==> src/rtl/cobid_consts.svh <==
`ifndef COBID_CONSTS_SVH
`define COBID_CONSTS_SVH

`define COBID_NODE_W        6
`define COBID_ID_W          11
`define COBID_NODE_LIMIT    7'h40
`define COBID_CFG_OBJ       16'h5500
`define COBID_BASE_EMCY     11'h081
`define COBID_BASE_TXPDO1   11'h181
`define COBID_BASE_RXPDO1   11'h201
`define COBID_BASE_TXPDO2   11'h281
`define COBID_BASE_RXPDO2   11'h301
`define COBID_BASE_TXPDO3   11'h381
`define COBID_BASE_RXPDO3   11'h401
`define COBID_BASE_TXPDO4   11'h481
`define COBID_BASE_RXPDO4   11'h501
`define COBID_BASE_TXPDO5   11'h681
`define COBID_BASE_RXPDO5   11'h781
`define COBID_BASE_TXPDO6   11'h1c1
`define COBID_BASE_RXPDO6   11'h241
`define COBID_BASE_TXPDO7   11'h2c1
`define COBID_BASE_RXPDO7   11'h341
`define COBID_BASE_TXPDO8   11'h3c1
`define COBID_BASE_RXPDO8   11'h441
`define COBID_BASE_TXPDO9   11'h4c1
`define COBID_BASE_RXPDO9   11'h541
`define COBID_BASE_TXPDO10  11'h5c1
`define COBID_BASE_RXPDO10  11'h641
`define COBID_BASE_TXPDO11  11'h6c1
`define COBID_BASE_RXPDO11  11'h741
`define COBID_BASE_SDO_TX   11'h581
`define COBID_BASE_SDO_RX   11'h601
`define COBID_BASE_NMT_ERR  11'h701

`endif

==> src/rtl/cobid_pkg.sv <==
package cobid_pkg;
   typedef enum logic [4:0] {
      COBID_OBJ_EMCY     = 5'h00,
      COBID_OBJ_TXPDO1   = 5'h01,
      COBID_OBJ_RXPDO1   = 5'h02,
      COBID_OBJ_TXPDO2   = 5'h03,
      COBID_OBJ_RXPDO2   = 5'h04,
      COBID_OBJ_TXPDO3   = 5'h05,
      COBID_OBJ_RXPDO3   = 5'h06,
      COBID_OBJ_TXPDO4   = 5'h07,
      COBID_OBJ_RXPDO4   = 5'h08,
      COBID_OBJ_TXPDO5   = 5'h09,
      COBID_OBJ_RXPDO5   = 5'h0a,
      COBID_OBJ_TXPDO6   = 5'h0b,
      COBID_OBJ_RXPDO6   = 5'h0c,
      COBID_OBJ_TXPDO7   = 5'h0d,
      COBID_OBJ_RXPDO7   = 5'h0e,
      COBID_OBJ_TXPDO8   = 5'h0f,
      COBID_OBJ_RXPDO8   = 5'h10,
      COBID_OBJ_TXPDO9   = 5'h11,
      COBID_OBJ_RXPDO9   = 5'h12,
      COBID_OBJ_TXPDO10  = 5'h13,
      COBID_OBJ_RXPDO10  = 5'h14,
      COBID_OBJ_TXPDO11  = 5'h15,
      COBID_OBJ_RXPDO11  = 5'h16,
      COBID_OBJ_SDO_TX   = 5'h17,
      COBID_OBJ_SDO_RX   = 5'h18,
      COBID_OBJ_NMT_ERR  = 5'h19
   } cobid_obj_t;

   typedef enum logic [1:0] {
      COBID_ST_IDLE = 2'b01,
      COBID_ST_DONE = 2'b10
   } cobid_state_t;
endpackage

==> src/rtl/cobid_allocator.sv <==
// Contract
// - scheme applies only to node addresses below 64
// - scheme active once configuration object written with enable set, a write with enable clear turns it off
// - emergency ids 0x81 to 0xBF
// - first transmit pdo 0x181 to 0x1BF
// - first receive pdo 0x201 to 0x23F
// - second transmit pdo 0x281 to 0x2BF
// - second receive pdo 0x301 to 0x33F
// - third transmit pdo 0x381 to 0x3BF
// - third receive pdo 0x401 to 0x43F
// - fourth transmit pdo 0x481 to 0x4BF
// - fourth receive pdo 0x501 to 0x53F
// - service data responses 0x581 to 0x5BF
// - service data requests 0x601 to 0x63F
// - guarding, heartbeat, boot-up 0x701 to 0x73F
// - pdos five to eleven use own blocks
`timescale 1ns/1ps
`include "cobid_consts.svh"

module cobid_allocator (
   // clock and reset
   input  wire logic                     i_sys_clk,
   input  wire logic                     i_rst,
   // configuration object write
   input  wire logic                     i_cfg_wr,
   input  wire logic [15:0]              i_cfg_index,
   input  wire logic                     i_cfg_enable,
   // lookup request
   input  wire logic                     i_req_valid,
   input  wire logic [6:0]               i_node_addr,
   input  wire cobid_pkg::cobid_obj_t    i_obj,
   // lookup answer
   output logic                          o_rsp_valid,
   output logic [`COBID_ID_W-1:0]        o_cob_id,
   output logic                          o_node_invalid,
   output logic                          o_scheme_off,
   // status
   output logic                          o_scheme_active
);

   // predefined connection set blocks, zero for any other object
   function automatic logic [`COBID_ID_W-1:0] std_base(input cobid_pkg::cobid_obj_t obj);
      logic [`COBID_ID_W-1:0] b;
      b = 11'h000;
      case (obj)
         cobid_pkg::COBID_OBJ_EMCY: begin
            b = `COBID_BASE_EMCY;
         end
         cobid_pkg::COBID_OBJ_TXPDO1: begin
            b = `COBID_BASE_TXPDO1;
         end
         cobid_pkg::COBID_OBJ_RXPDO1: begin
            b = `COBID_BASE_RXPDO1;
         end
         cobid_pkg::COBID_OBJ_TXPDO2: begin
            b = `COBID_BASE_TXPDO2;
         end
         cobid_pkg::COBID_OBJ_RXPDO2: begin
            b = `COBID_BASE_RXPDO2;
         end
         cobid_pkg::COBID_OBJ_TXPDO3: begin
            b = `COBID_BASE_TXPDO3;
         end
         cobid_pkg::COBID_OBJ_RXPDO3: begin
            b = `COBID_BASE_RXPDO3;
         end
         cobid_pkg::COBID_OBJ_TXPDO4: begin
            b = `COBID_BASE_TXPDO4;
         end
         cobid_pkg::COBID_OBJ_RXPDO4: begin
            b = `COBID_BASE_RXPDO4;
         end
         cobid_pkg::COBID_OBJ_SDO_TX: begin
            b = `COBID_BASE_SDO_TX;
         end
         cobid_pkg::COBID_OBJ_SDO_RX: begin
            b = `COBID_BASE_SDO_RX;
         end
         cobid_pkg::COBID_OBJ_NMT_ERR: begin
            b = `COBID_BASE_NMT_ERR;
         end
         default: begin
            b = 11'h000;
         end
      endcase
      return b;
   endfunction

   // extra transmit pdo blocks, zero for any other object
   function automatic logic [`COBID_ID_W-1:0] tx_extra_base(input cobid_pkg::cobid_obj_t obj);
      logic [`COBID_ID_W-1:0] b;
      b = 11'h000;
      case (obj)
         cobid_pkg::COBID_OBJ_TXPDO5: begin
            b = `COBID_BASE_TXPDO5;
         end
         cobid_pkg::COBID_OBJ_TXPDO6: begin
            b = `COBID_BASE_TXPDO6;
         end
         cobid_pkg::COBID_OBJ_TXPDO7: begin
            b = `COBID_BASE_TXPDO7;
         end
         cobid_pkg::COBID_OBJ_TXPDO8: begin
            b = `COBID_BASE_TXPDO8;
         end
         cobid_pkg::COBID_OBJ_TXPDO9: begin
            b = `COBID_BASE_TXPDO9;
         end
         cobid_pkg::COBID_OBJ_TXPDO10: begin
            b = `COBID_BASE_TXPDO10;
         end
         cobid_pkg::COBID_OBJ_TXPDO11: begin
            b = `COBID_BASE_TXPDO11;
         end
         default: begin
            b = 11'h000;
         end
      endcase
      return b;
   endfunction

   // extra receive pdo blocks, zero for any other object
   function automatic logic [`COBID_ID_W-1:0] rx_extra_base(input cobid_pkg::cobid_obj_t obj);
      logic [`COBID_ID_W-1:0] b;
      b = 11'h000;
      case (obj)
         cobid_pkg::COBID_OBJ_RXPDO5: begin
            b = `COBID_BASE_RXPDO5;
         end
         cobid_pkg::COBID_OBJ_RXPDO6: begin
            b = `COBID_BASE_RXPDO6;
         end
         cobid_pkg::COBID_OBJ_RXPDO7: begin
            b = `COBID_BASE_RXPDO7;
         end
         cobid_pkg::COBID_OBJ_RXPDO8: begin
            b = `COBID_BASE_RXPDO8;
         end
         cobid_pkg::COBID_OBJ_RXPDO9: begin
            b = `COBID_BASE_RXPDO9;
         end
         cobid_pkg::COBID_OBJ_RXPDO10: begin
            b = `COBID_BASE_RXPDO10;
         end
         cobid_pkg::COBID_OBJ_RXPDO11: begin
            b = `COBID_BASE_RXPDO11;
         end
         default: begin
            b = 11'h000;
         end
      endcase
      return b;
   endfunction

   // unused object codes fall back to the emergency block
   function automatic logic [`COBID_ID_W-1:0] base_of(input cobid_pkg::cobid_obj_t obj);
      logic [`COBID_ID_W-1:0] b;
      b = std_base(obj) | tx_extra_base(obj) | rx_extra_base(obj);
      if (b == 11'h000) begin
         b = `COBID_BASE_EMCY;
      end
      return b;
   endfunction

   // only nodes 1..63 fit the 6-bit offset of a block
   function automatic logic node_in_scheme(input logic [6:0] addr);
      logic ok;
      ok = (addr != 7'h00) && (addr < `COBID_NODE_LIMIT);
      return ok;
   endfunction

   // node 1 lands on the block base
   function automatic logic [`COBID_ID_W-1:0] id_of(input cobid_pkg::cobid_obj_t obj,
                                                     input logic [6:0]           addr);
      logic [`COBID_ID_W-1:0] offs;
      offs = {5'h00, addr[5:0]};
      return base_of(obj) + offs - 11'h001;
   endfunction

   // only the scheme object acts, other indices are ignored
   function automatic logic scheme_write(input logic wr, input logic [15:0] index);
      logic hit;
      hit = wr && (index == `COBID_CFG_OBJ);
      return hit;
   endfunction

   // scheme enable state
   logic scheme_active;
   logic next_scheme_active;

   always_comb begin
      next_scheme_active = scheme_active;
      if (scheme_write(i_cfg_wr, i_cfg_index)) begin
         next_scheme_active = i_cfg_enable;
      end
   end

   always_ff @(posedge i_sys_clk or posedge i_rst) begin
      if (i_rst) begin
         scheme_active <= 1'b0;
      end else begin
         scheme_active <= next_scheme_active;
      end
   end

   // address check shared by the identifier and invalid node flag groups
   logic addr_ok;

   assign addr_ok = node_in_scheme(i_node_addr);

   // answer strobe state
   cobid_pkg::cobid_state_t state;
   cobid_pkg::cobid_state_t next_state;

   always_comb begin
      next_state = cobid_pkg::COBID_ST_IDLE;
      unique case (state)
         cobid_pkg::COBID_ST_IDLE: begin
            if (i_req_valid) begin
               next_state = cobid_pkg::COBID_ST_DONE;
            end
         end
         cobid_pkg::COBID_ST_DONE: begin
            // back-to-back requests keep the strobe up
            if (i_req_valid) begin
               next_state = cobid_pkg::COBID_ST_DONE;
            end
         end
      endcase
   end

   always_ff @(posedge i_sys_clk or posedge i_rst) begin
      if (i_rst) begin
         state <= cobid_pkg::COBID_ST_IDLE;
      end else begin
         state <= next_state;
      end
   end

   // answer identifier state
   logic [`COBID_ID_W-1:0] cob_id;
   logic [`COBID_ID_W-1:0] next_cob_id;

   always_comb begin
      next_cob_id = cob_id;
      if (i_req_valid) begin
         if (addr_ok && scheme_active) begin
            next_cob_id = id_of(i_obj, i_node_addr);
         end else begin
            // refused lookups read as zero
            next_cob_id = 11'h000;
         end
      end
   end

   always_ff @(posedge i_sys_clk or posedge i_rst) begin
      if (i_rst) begin
         cob_id <= 11'h000;
      end else begin
         cob_id <= next_cob_id;
      end
   end

   // invalid node flag state
   logic node_invalid;
   logic next_node_invalid;

   always_comb begin
      next_node_invalid = node_invalid;
      if (i_req_valid) begin
         next_node_invalid = !addr_ok;
      end
   end

   always_ff @(posedge i_sys_clk or posedge i_rst) begin
      if (i_rst) begin
         node_invalid <= 1'b0;
      end else begin
         node_invalid <= next_node_invalid;
      end
   end

   // scheme off flag, a write in the same cycle is not yet seen
   logic scheme_off;
   logic next_scheme_off;

   always_comb begin
      next_scheme_off = scheme_off;
      if (i_req_valid) begin
         next_scheme_off = !scheme_active;
      end
   end

   always_ff @(posedge i_sys_clk or posedge i_rst) begin
      if (i_rst) begin
         scheme_off <= 1'b0;
      end else begin
         scheme_off <= next_scheme_off;
      end
   end

   assign o_rsp_valid     = (state == cobid_pkg::COBID_ST_DONE);
   assign o_cob_id        = cob_id;
   assign o_node_invalid  = node_invalid;
   assign o_scheme_off    = scheme_off;
   assign o_scheme_active = scheme_active;

endmodule

==> config.mk <==
export PLATFORM = sky130hd
export DESIGN_NAME = cobid_allocator
export DESIGN_NICKNAME = d
export VERILOG_FILES = /design/src/rtl/cobid_pkg.sv /design/src/rtl/cobid_allocator.sv
export VERILOG_INCLUDE_DIRS = /design/src /design/src/rtl
export SDC_FILE = /design/constraint.sdc
export NUM_CORES = 1
export LEC_CHECK = 0
export ABC_CLOCK_PERIOD_IN_PS = 1200
export BUFFER_PORTS_ARGS = -buffer_cell sky130_fd_sc_hd__buf_2
export CORE_ASPECT_RATIO = 0.6
export CORE_MARGIN = 2
export CORE_UTILIZATION = 48
export DETAILED_ROUTE_END_ITERATION = 8
export HOLD_SLACK_MARGIN = 0.03
export PLACE_DENSITY = 0.89
export SLEW_MARGIN = 20
export SYNTH_ARGS = -nofsm -noshare
export SYNTH_HDL_FRONTEND = slang
export SYNTH_SLANG_ARGS = --single-unit
==> constraint.sdc <==
create_clock -name i_sys_clk -period 1.2 [get_ports i_sys_clk]
set_clock_uncertainty 0.15 [all_clocks]
set_input_delay 0 -clock i_sys_clk [delete_from_list [all_inputs] [get_ports i_sys_clk]]
set_output_delay 0 -clock i_sys_clk [all_outputs]
set_load 0.01 [all_outputs]
**Word level (Yosys, flattened, before mapping)**

Memories as Yosys holds them, arrays and structs flattened.
Index checks and enable logic that the tools add are counted.

- Bitwise gates (word level): 2
- Divide/modulo/power cells: 0
- Multipliers: 0
- Muxes and demuxes: 14
- Order comparisons: 1
- $add $sub $neg: 2
- Eq/ne operators: 17
- Reductions and logical operators: 8
- Shifts and indexed selects: 0

Operator list:

| operator | count |
|---|---|
| $pmux 11 s7 | 2 |
| $mux 11 | 10 |
| $eq 5x4->1 const B | 7 |
| $eq 5x5->1 const B | 7 |
| $or 11x11->11 | 2 |
| $eq 16x15->1 const B | 1 |
| $add 11x6->11 | 1 |
| $logic_not 11->1 | 1 |
| $sub 11x1->11 const B | 1 |
| $lt 7x7->1 const B | 1 |
| $reduce_bool 7->1 | 1 |
| $mux 2 | 2 |
| $logic_and 1x1->1 | 3 |
| $eq 2x1->1 const B | 1 |
| $eq 2x2->1 const B | 1 |
| $logic_not 1->1 | 2 |
| $reduce_or 2->1 | 1 |

- Memory bits (writable): 0
- ROM bits: 160
- Latch bits: 0
- Register bits after elaboration: 16
- Memories: 1
- Logic and storage cells: 50
- Bits of input ports: 33
- Output and inout port bits: 15

Memory list:

| name | depth | width | rd ports | clocked after Yosys merged registers in | write ports | line | text |
|---|---|---|---|---|---|---|---|
| (no name shown) | 32 | 5 | 1 | 0 | 0 | cobid_allocator.sv:45 | `case (obj)` |

**Longest topological paths before layout**

- Depth in word-level cells: 14
- Depth in mapped cells: 10
- Gate-level depth less buffers: 9

**Worst setup path before layout**

Ideal clock, no wire load.

- Path type: input -> register
- From: input i_obj[2]
- To: register cob_id[9], in the netlist o_cob_id[9]
- Path slack: -0.729 ns
- Required time: 0.928 ns
- Library setup time: 0.122 ns
- Buffers on the path: 0
- Arrival: 1.658 ns
- Cell stages on the path: 8
- Cells stage by stage: or3b_1 -> nor3_1 -> ha_1 -> nand2b_1 -> nor4_1 -> and3b_1 -> nand3_1 -> a32o_1

- Word-level cells in the longest chain between the ends: 13
- Elaborated cells on any way between the ends: 32
- Classes of those cells: add/sub: 2; eq/ne: 14; mux: 12; bitwise: 2; reduce/logical: 1; memory: 1

RTL lines:

| what | line | text |
|---|---|---|
| from (decl) | cobid_allocator.sv:31 | `input wire cobid_pkg::cobid_obj_t i_obj,` |
| branches (longest 5 deep; another with $mem_v2 32x5) | - |  |
| $or 11x11->11 * | cobid_allocator.sv:158 | `b = std_base(obj) \| tx_extra_base(obj) \| rx_extra_base(obj);` |
| $logic_not 11->1 | cobid_allocator.sv:159 | `if (b == 11'h000) begin` |
| $mux 11 * | cobid_allocator.sv:159 |  |
| $mux 11 * | cobid_allocator.sv:247 | `if (addr_ok && scheme_active) begin` |
| $mux 11 * | cobid_allocator.sv:246 | `if (i_req_valid) begin` |
| $add 11x6->11 * | cobid_allocator.sv:177 | `return base_of(obj) + offs - 11'h001;` |
| $sub 11x1->11 * | cobid_allocator.sv:177 |  |
| $mux 11 * | cobid_allocator.sv:247 |  |
| to (signal assigned) | cobid_allocator.sv:260 | `cob_id <= next_cob_id;` |
| to (decl) | cobid_allocator.sv:241 | `` logic [`COBID_ID_W-1:0] cob_id; `` |

Every way passes the cells marked *. The select of a mux whose other input is x is not followed.
A chain may end at the register's enable or synchronous reset.

**Final worst setup path**

- From: input i_obj[2]
- To: register cob_id[10], in the netlist o_cob_id[10]

Same word-level chain as after synthesis.

==> flow_summary_export.csv <==
group,metric,value,unit
status,status,"complete, but fails checks",
status,violations,"hold timing, setup timing",
synth,synth_seq_area_share,0.330,
sta,fin_crit_sh,1.48,
worst_setup_path,regToRegSetupSlack,0.12,ns
clocking,cts_buffers,3,
global_route,grt_max_degree,18,
floorplanning,die-area,2970,um2
sta,timing.final.ws_setup,-0.571,ns
worst_setup_path,rr_worst_depth,3,
worst_setup_path,r2r_end,"o_cob_id[9]",
synth,ys_warn_count,0,
detailed_routing,drt_first_iter_violations,228,
hold_path,min_from,"i_node_addr[6]",
worst_setup_path,arrival,1.78,ns
worst_setup_path,cpPeakStageDelay,0.35,ns
pwr,ir_drop,0.000500,V
sta,tightestPinTransition,0.337,ns
placed_design,dpl.hpwl,2770,um
hold_path,hp-class,"input pin to flop",
sta,whs,-0.0426,ns
worst_setup_path,crit_fanout,4,
worst_setup_path,slowest_stage,"a311oi_2",
layout,final_nets,258,
clocking,htreeDepth,1,
sta,setup_viol,13,
detailed_routing,vias,1546,
pwr,p_leak,0.000963,uW
global_route,grtUsageTotal,0.336,
worst_setup_path,cp_common_cell,"buf_4",
detailed_routing,vias_per_cell,6.13,
sta,finalMaxSlewViolations,0,
synth,synth-main-ff-cell,"dfrtp_1",
layout,antenna_cells,0,
layout,drive_above_1_share,0.536,
sta,fin_crit,1.77,ns
pwr,power_density,740,nW/um2
synth,synth_area_leaders,"dfrtp_1 (31%), o2bb2ai_1 (6.5%), xnor2_1 (4.3%)",
synth,ys_types,52,
floorplanning,core_region_area,2450,um2
detailed_routing,drt-total-wl,5160,um
clocking,clk_pin_slew,0.06,ns
placed_design,io_buffers,47,
synth,synth_top_cell_by_area,"dfrtp_1",
detailed_routing,dr.pass1.iters,5,
layout,final_cell_mix,"buf_2 (46), buf_4 (33), dfrtp_1 (15)",
worst_setup_path,critPathKind,"input pin to flop",
global_route,grt_pass1_wl,7250,um
synth,synth_top_area_frac,0.309,
synth,synth_area,1220,um2
global_route,grt_remaining_overflow,0,
sta,finalSetupTns,-4.48,ns
placed_design,gp_congestion,0.894,
clocking,cts_tree,"built",
synth,ys_seq_elements,16,
floorplanning,row_count,14,
layout,area_growth,67.3,%
floorplanning,io_pins,48,
global_route,grt_pass1_vias,1472,
floorplanning,die_h,43.0,um
clocking,clock_tree.root_cell,"clkbuf_8",
placed_design,pre_cts_slack,-0.880,ns
floorplanning,die_w,69.0,um
clocking,cts_sinks,16,
clocking,clockBufferDepth,2,
hold_path,min_to,"o_cob_id[8]",
worst_setup_path,cp_cell_sequence,"buf_2 -> buf_4 -> inv_2 -> ha_4 -> buf_4 -> a21boi_1 -> a311oi_2 -> o2111ai_2 -> o21a_1 -> o32ai_2",
layout,final_common_cell,"buf_2",
worst_setup_path,required,1.21,ns
worst_setup_path,endpoint_kind,"flop",
synth,async_flop_share,1.00,
detailed_routing,postRouteAntennaNets,0,
global_route,antenna_found_initial,0,
layout,final_util,0.830,
sta,final_hold_viol_count,4,
synth,synth_edf_count,0,
clocking,worstSkewPairLatency,0.25,ns
synth,syn_avg_cell_area,9.14,um2
sta,fmax,565,MHz
pwr,power,1500,uW
worst_setup_path,critPathLaunchType,"input pin",
synth,synthCells,133,
worst_setup_path,timing.rr.start,"o_scheme_active",
worst_setup_path,crit_family,"compound AO/OA/AOI/OAI gates",
layout,n_fill_cell,140,
detailed_routing,wl_per_cell,20.5,um
floorplanning,initial_core_util,0.496,
hold_path,whs_path_depth,4,
sta,max-slew-margin-rel,0.775,
synth,syn-num-nets,170,
worst_setup_path,path_buf_inv,4,
detailed_routing,post-route-drc-count,0,
run,cap_violations,0,
sta,rsz0062_at_grt,"yes",
-- through the flow --
step           cell area, um2  cells
2_1_floorplan            1240    133
3_3_place_gp             1680    234
3_5_place_dp             1680    234
4_1_cts                  1930    248
5_1_grt                  2030    252
6_report                 2030    252
-- where the power goes --
part           total, uW  internal [uW]  switching (uW)
Clock                497            292             205
Combinational        454            216             238
Sequential           554            549            4.44
-- layout make-up --
type	instances	area (um2)	area share
Timing Repair Buffer	91	604	0.297
Tap cell	32	40.0	0.0197
Multi-Input combinational cell	100	900	0.442
Inverter	9	33.8	0.0166
Clock buffer	4	55.1	0.0271
Sequential cell	16	402	0.197
-- worst max-delay path by stage --
stage | start | cells after the start | slack [ns] | to
2_1_floorplan | i_obj[2] | 8 | -0.62 | o_cob_id[9]
3_3_place_gp | i_obj[2] | 9 | -0.74 | o_cob_id[9]
3_5_place_dp | i_obj[2] | 9 | -0.88 | o_cob_id[9]
4_1_cts | i_obj[1] | 9 | -0.58 | o_cob_id[9]
5_1_grt | i_obj[2] | 11 | -0.59 | o_cob_id[10]
6_report | i_obj[2] | 10 | -0.57 | o_cob_id[10]
-- metal layers --
| metal | track usage | wire length (um) | vias up |
|---|---|---|---|
| li1 | - | - | 668 |
| met3 | 0.0690 | 474 | 27 |
| met4 | 0.129 | 255 | 0 |
| met2 | 0.535 | 2390 | 125 |
| met1 | 0.445 | 2040 | 726 |
| met5 | 0 | 0 | - |
-- timing repair --
item	CTS	global route
endpoints found under the hold margin	24	5
pin swaps	10	13
setup buffers	3	5
hold buffers	7	1
resized for setup	17	14
endpoints found under the setup margin	11	13
-- Yosys cell counts, types with 3 or more instances --
cell type,instances
a21o_1,3
nand3b_1,3
or3b_1,3
dfrtp_1,15
o2bb2ai_1,9
nand2_1,9
inv_1,8
xnor2_1,6
buf_2,3
nor2b_1,3
nor2_1,9
ha_1,4
a21oi_1,6
-- sequential cells by signal (all words and copies together) (netlist names) --
name	count
o_scheme_off	1
state	2
o_scheme_active	1
o_cob_id	11
o_node_invalid	1
-- worst min-delay path, stage by stage --
cell       delay, ns
buf_2           0.09
a311oi_2        0.05
nand2_2         0.11
o2bb2ai_1       0.08
-- cell families (layout without fill, tap and decap cells) --
kind of cell,after synthesis,count (layout),share of synthesized area
and+or+nand+nor,46,46,0.224
AOI/OAI and AO/OA,41,41,0.265
buffers and inverters,17,104,0.0710
DFF,16,16,0.330
xor gates and xnor gates,7,7,0.0504
adders and majority gates,4,4,0.0412
muxes,2,2,0.0175
Note: power is estimated with default switching activity, not from simulation.
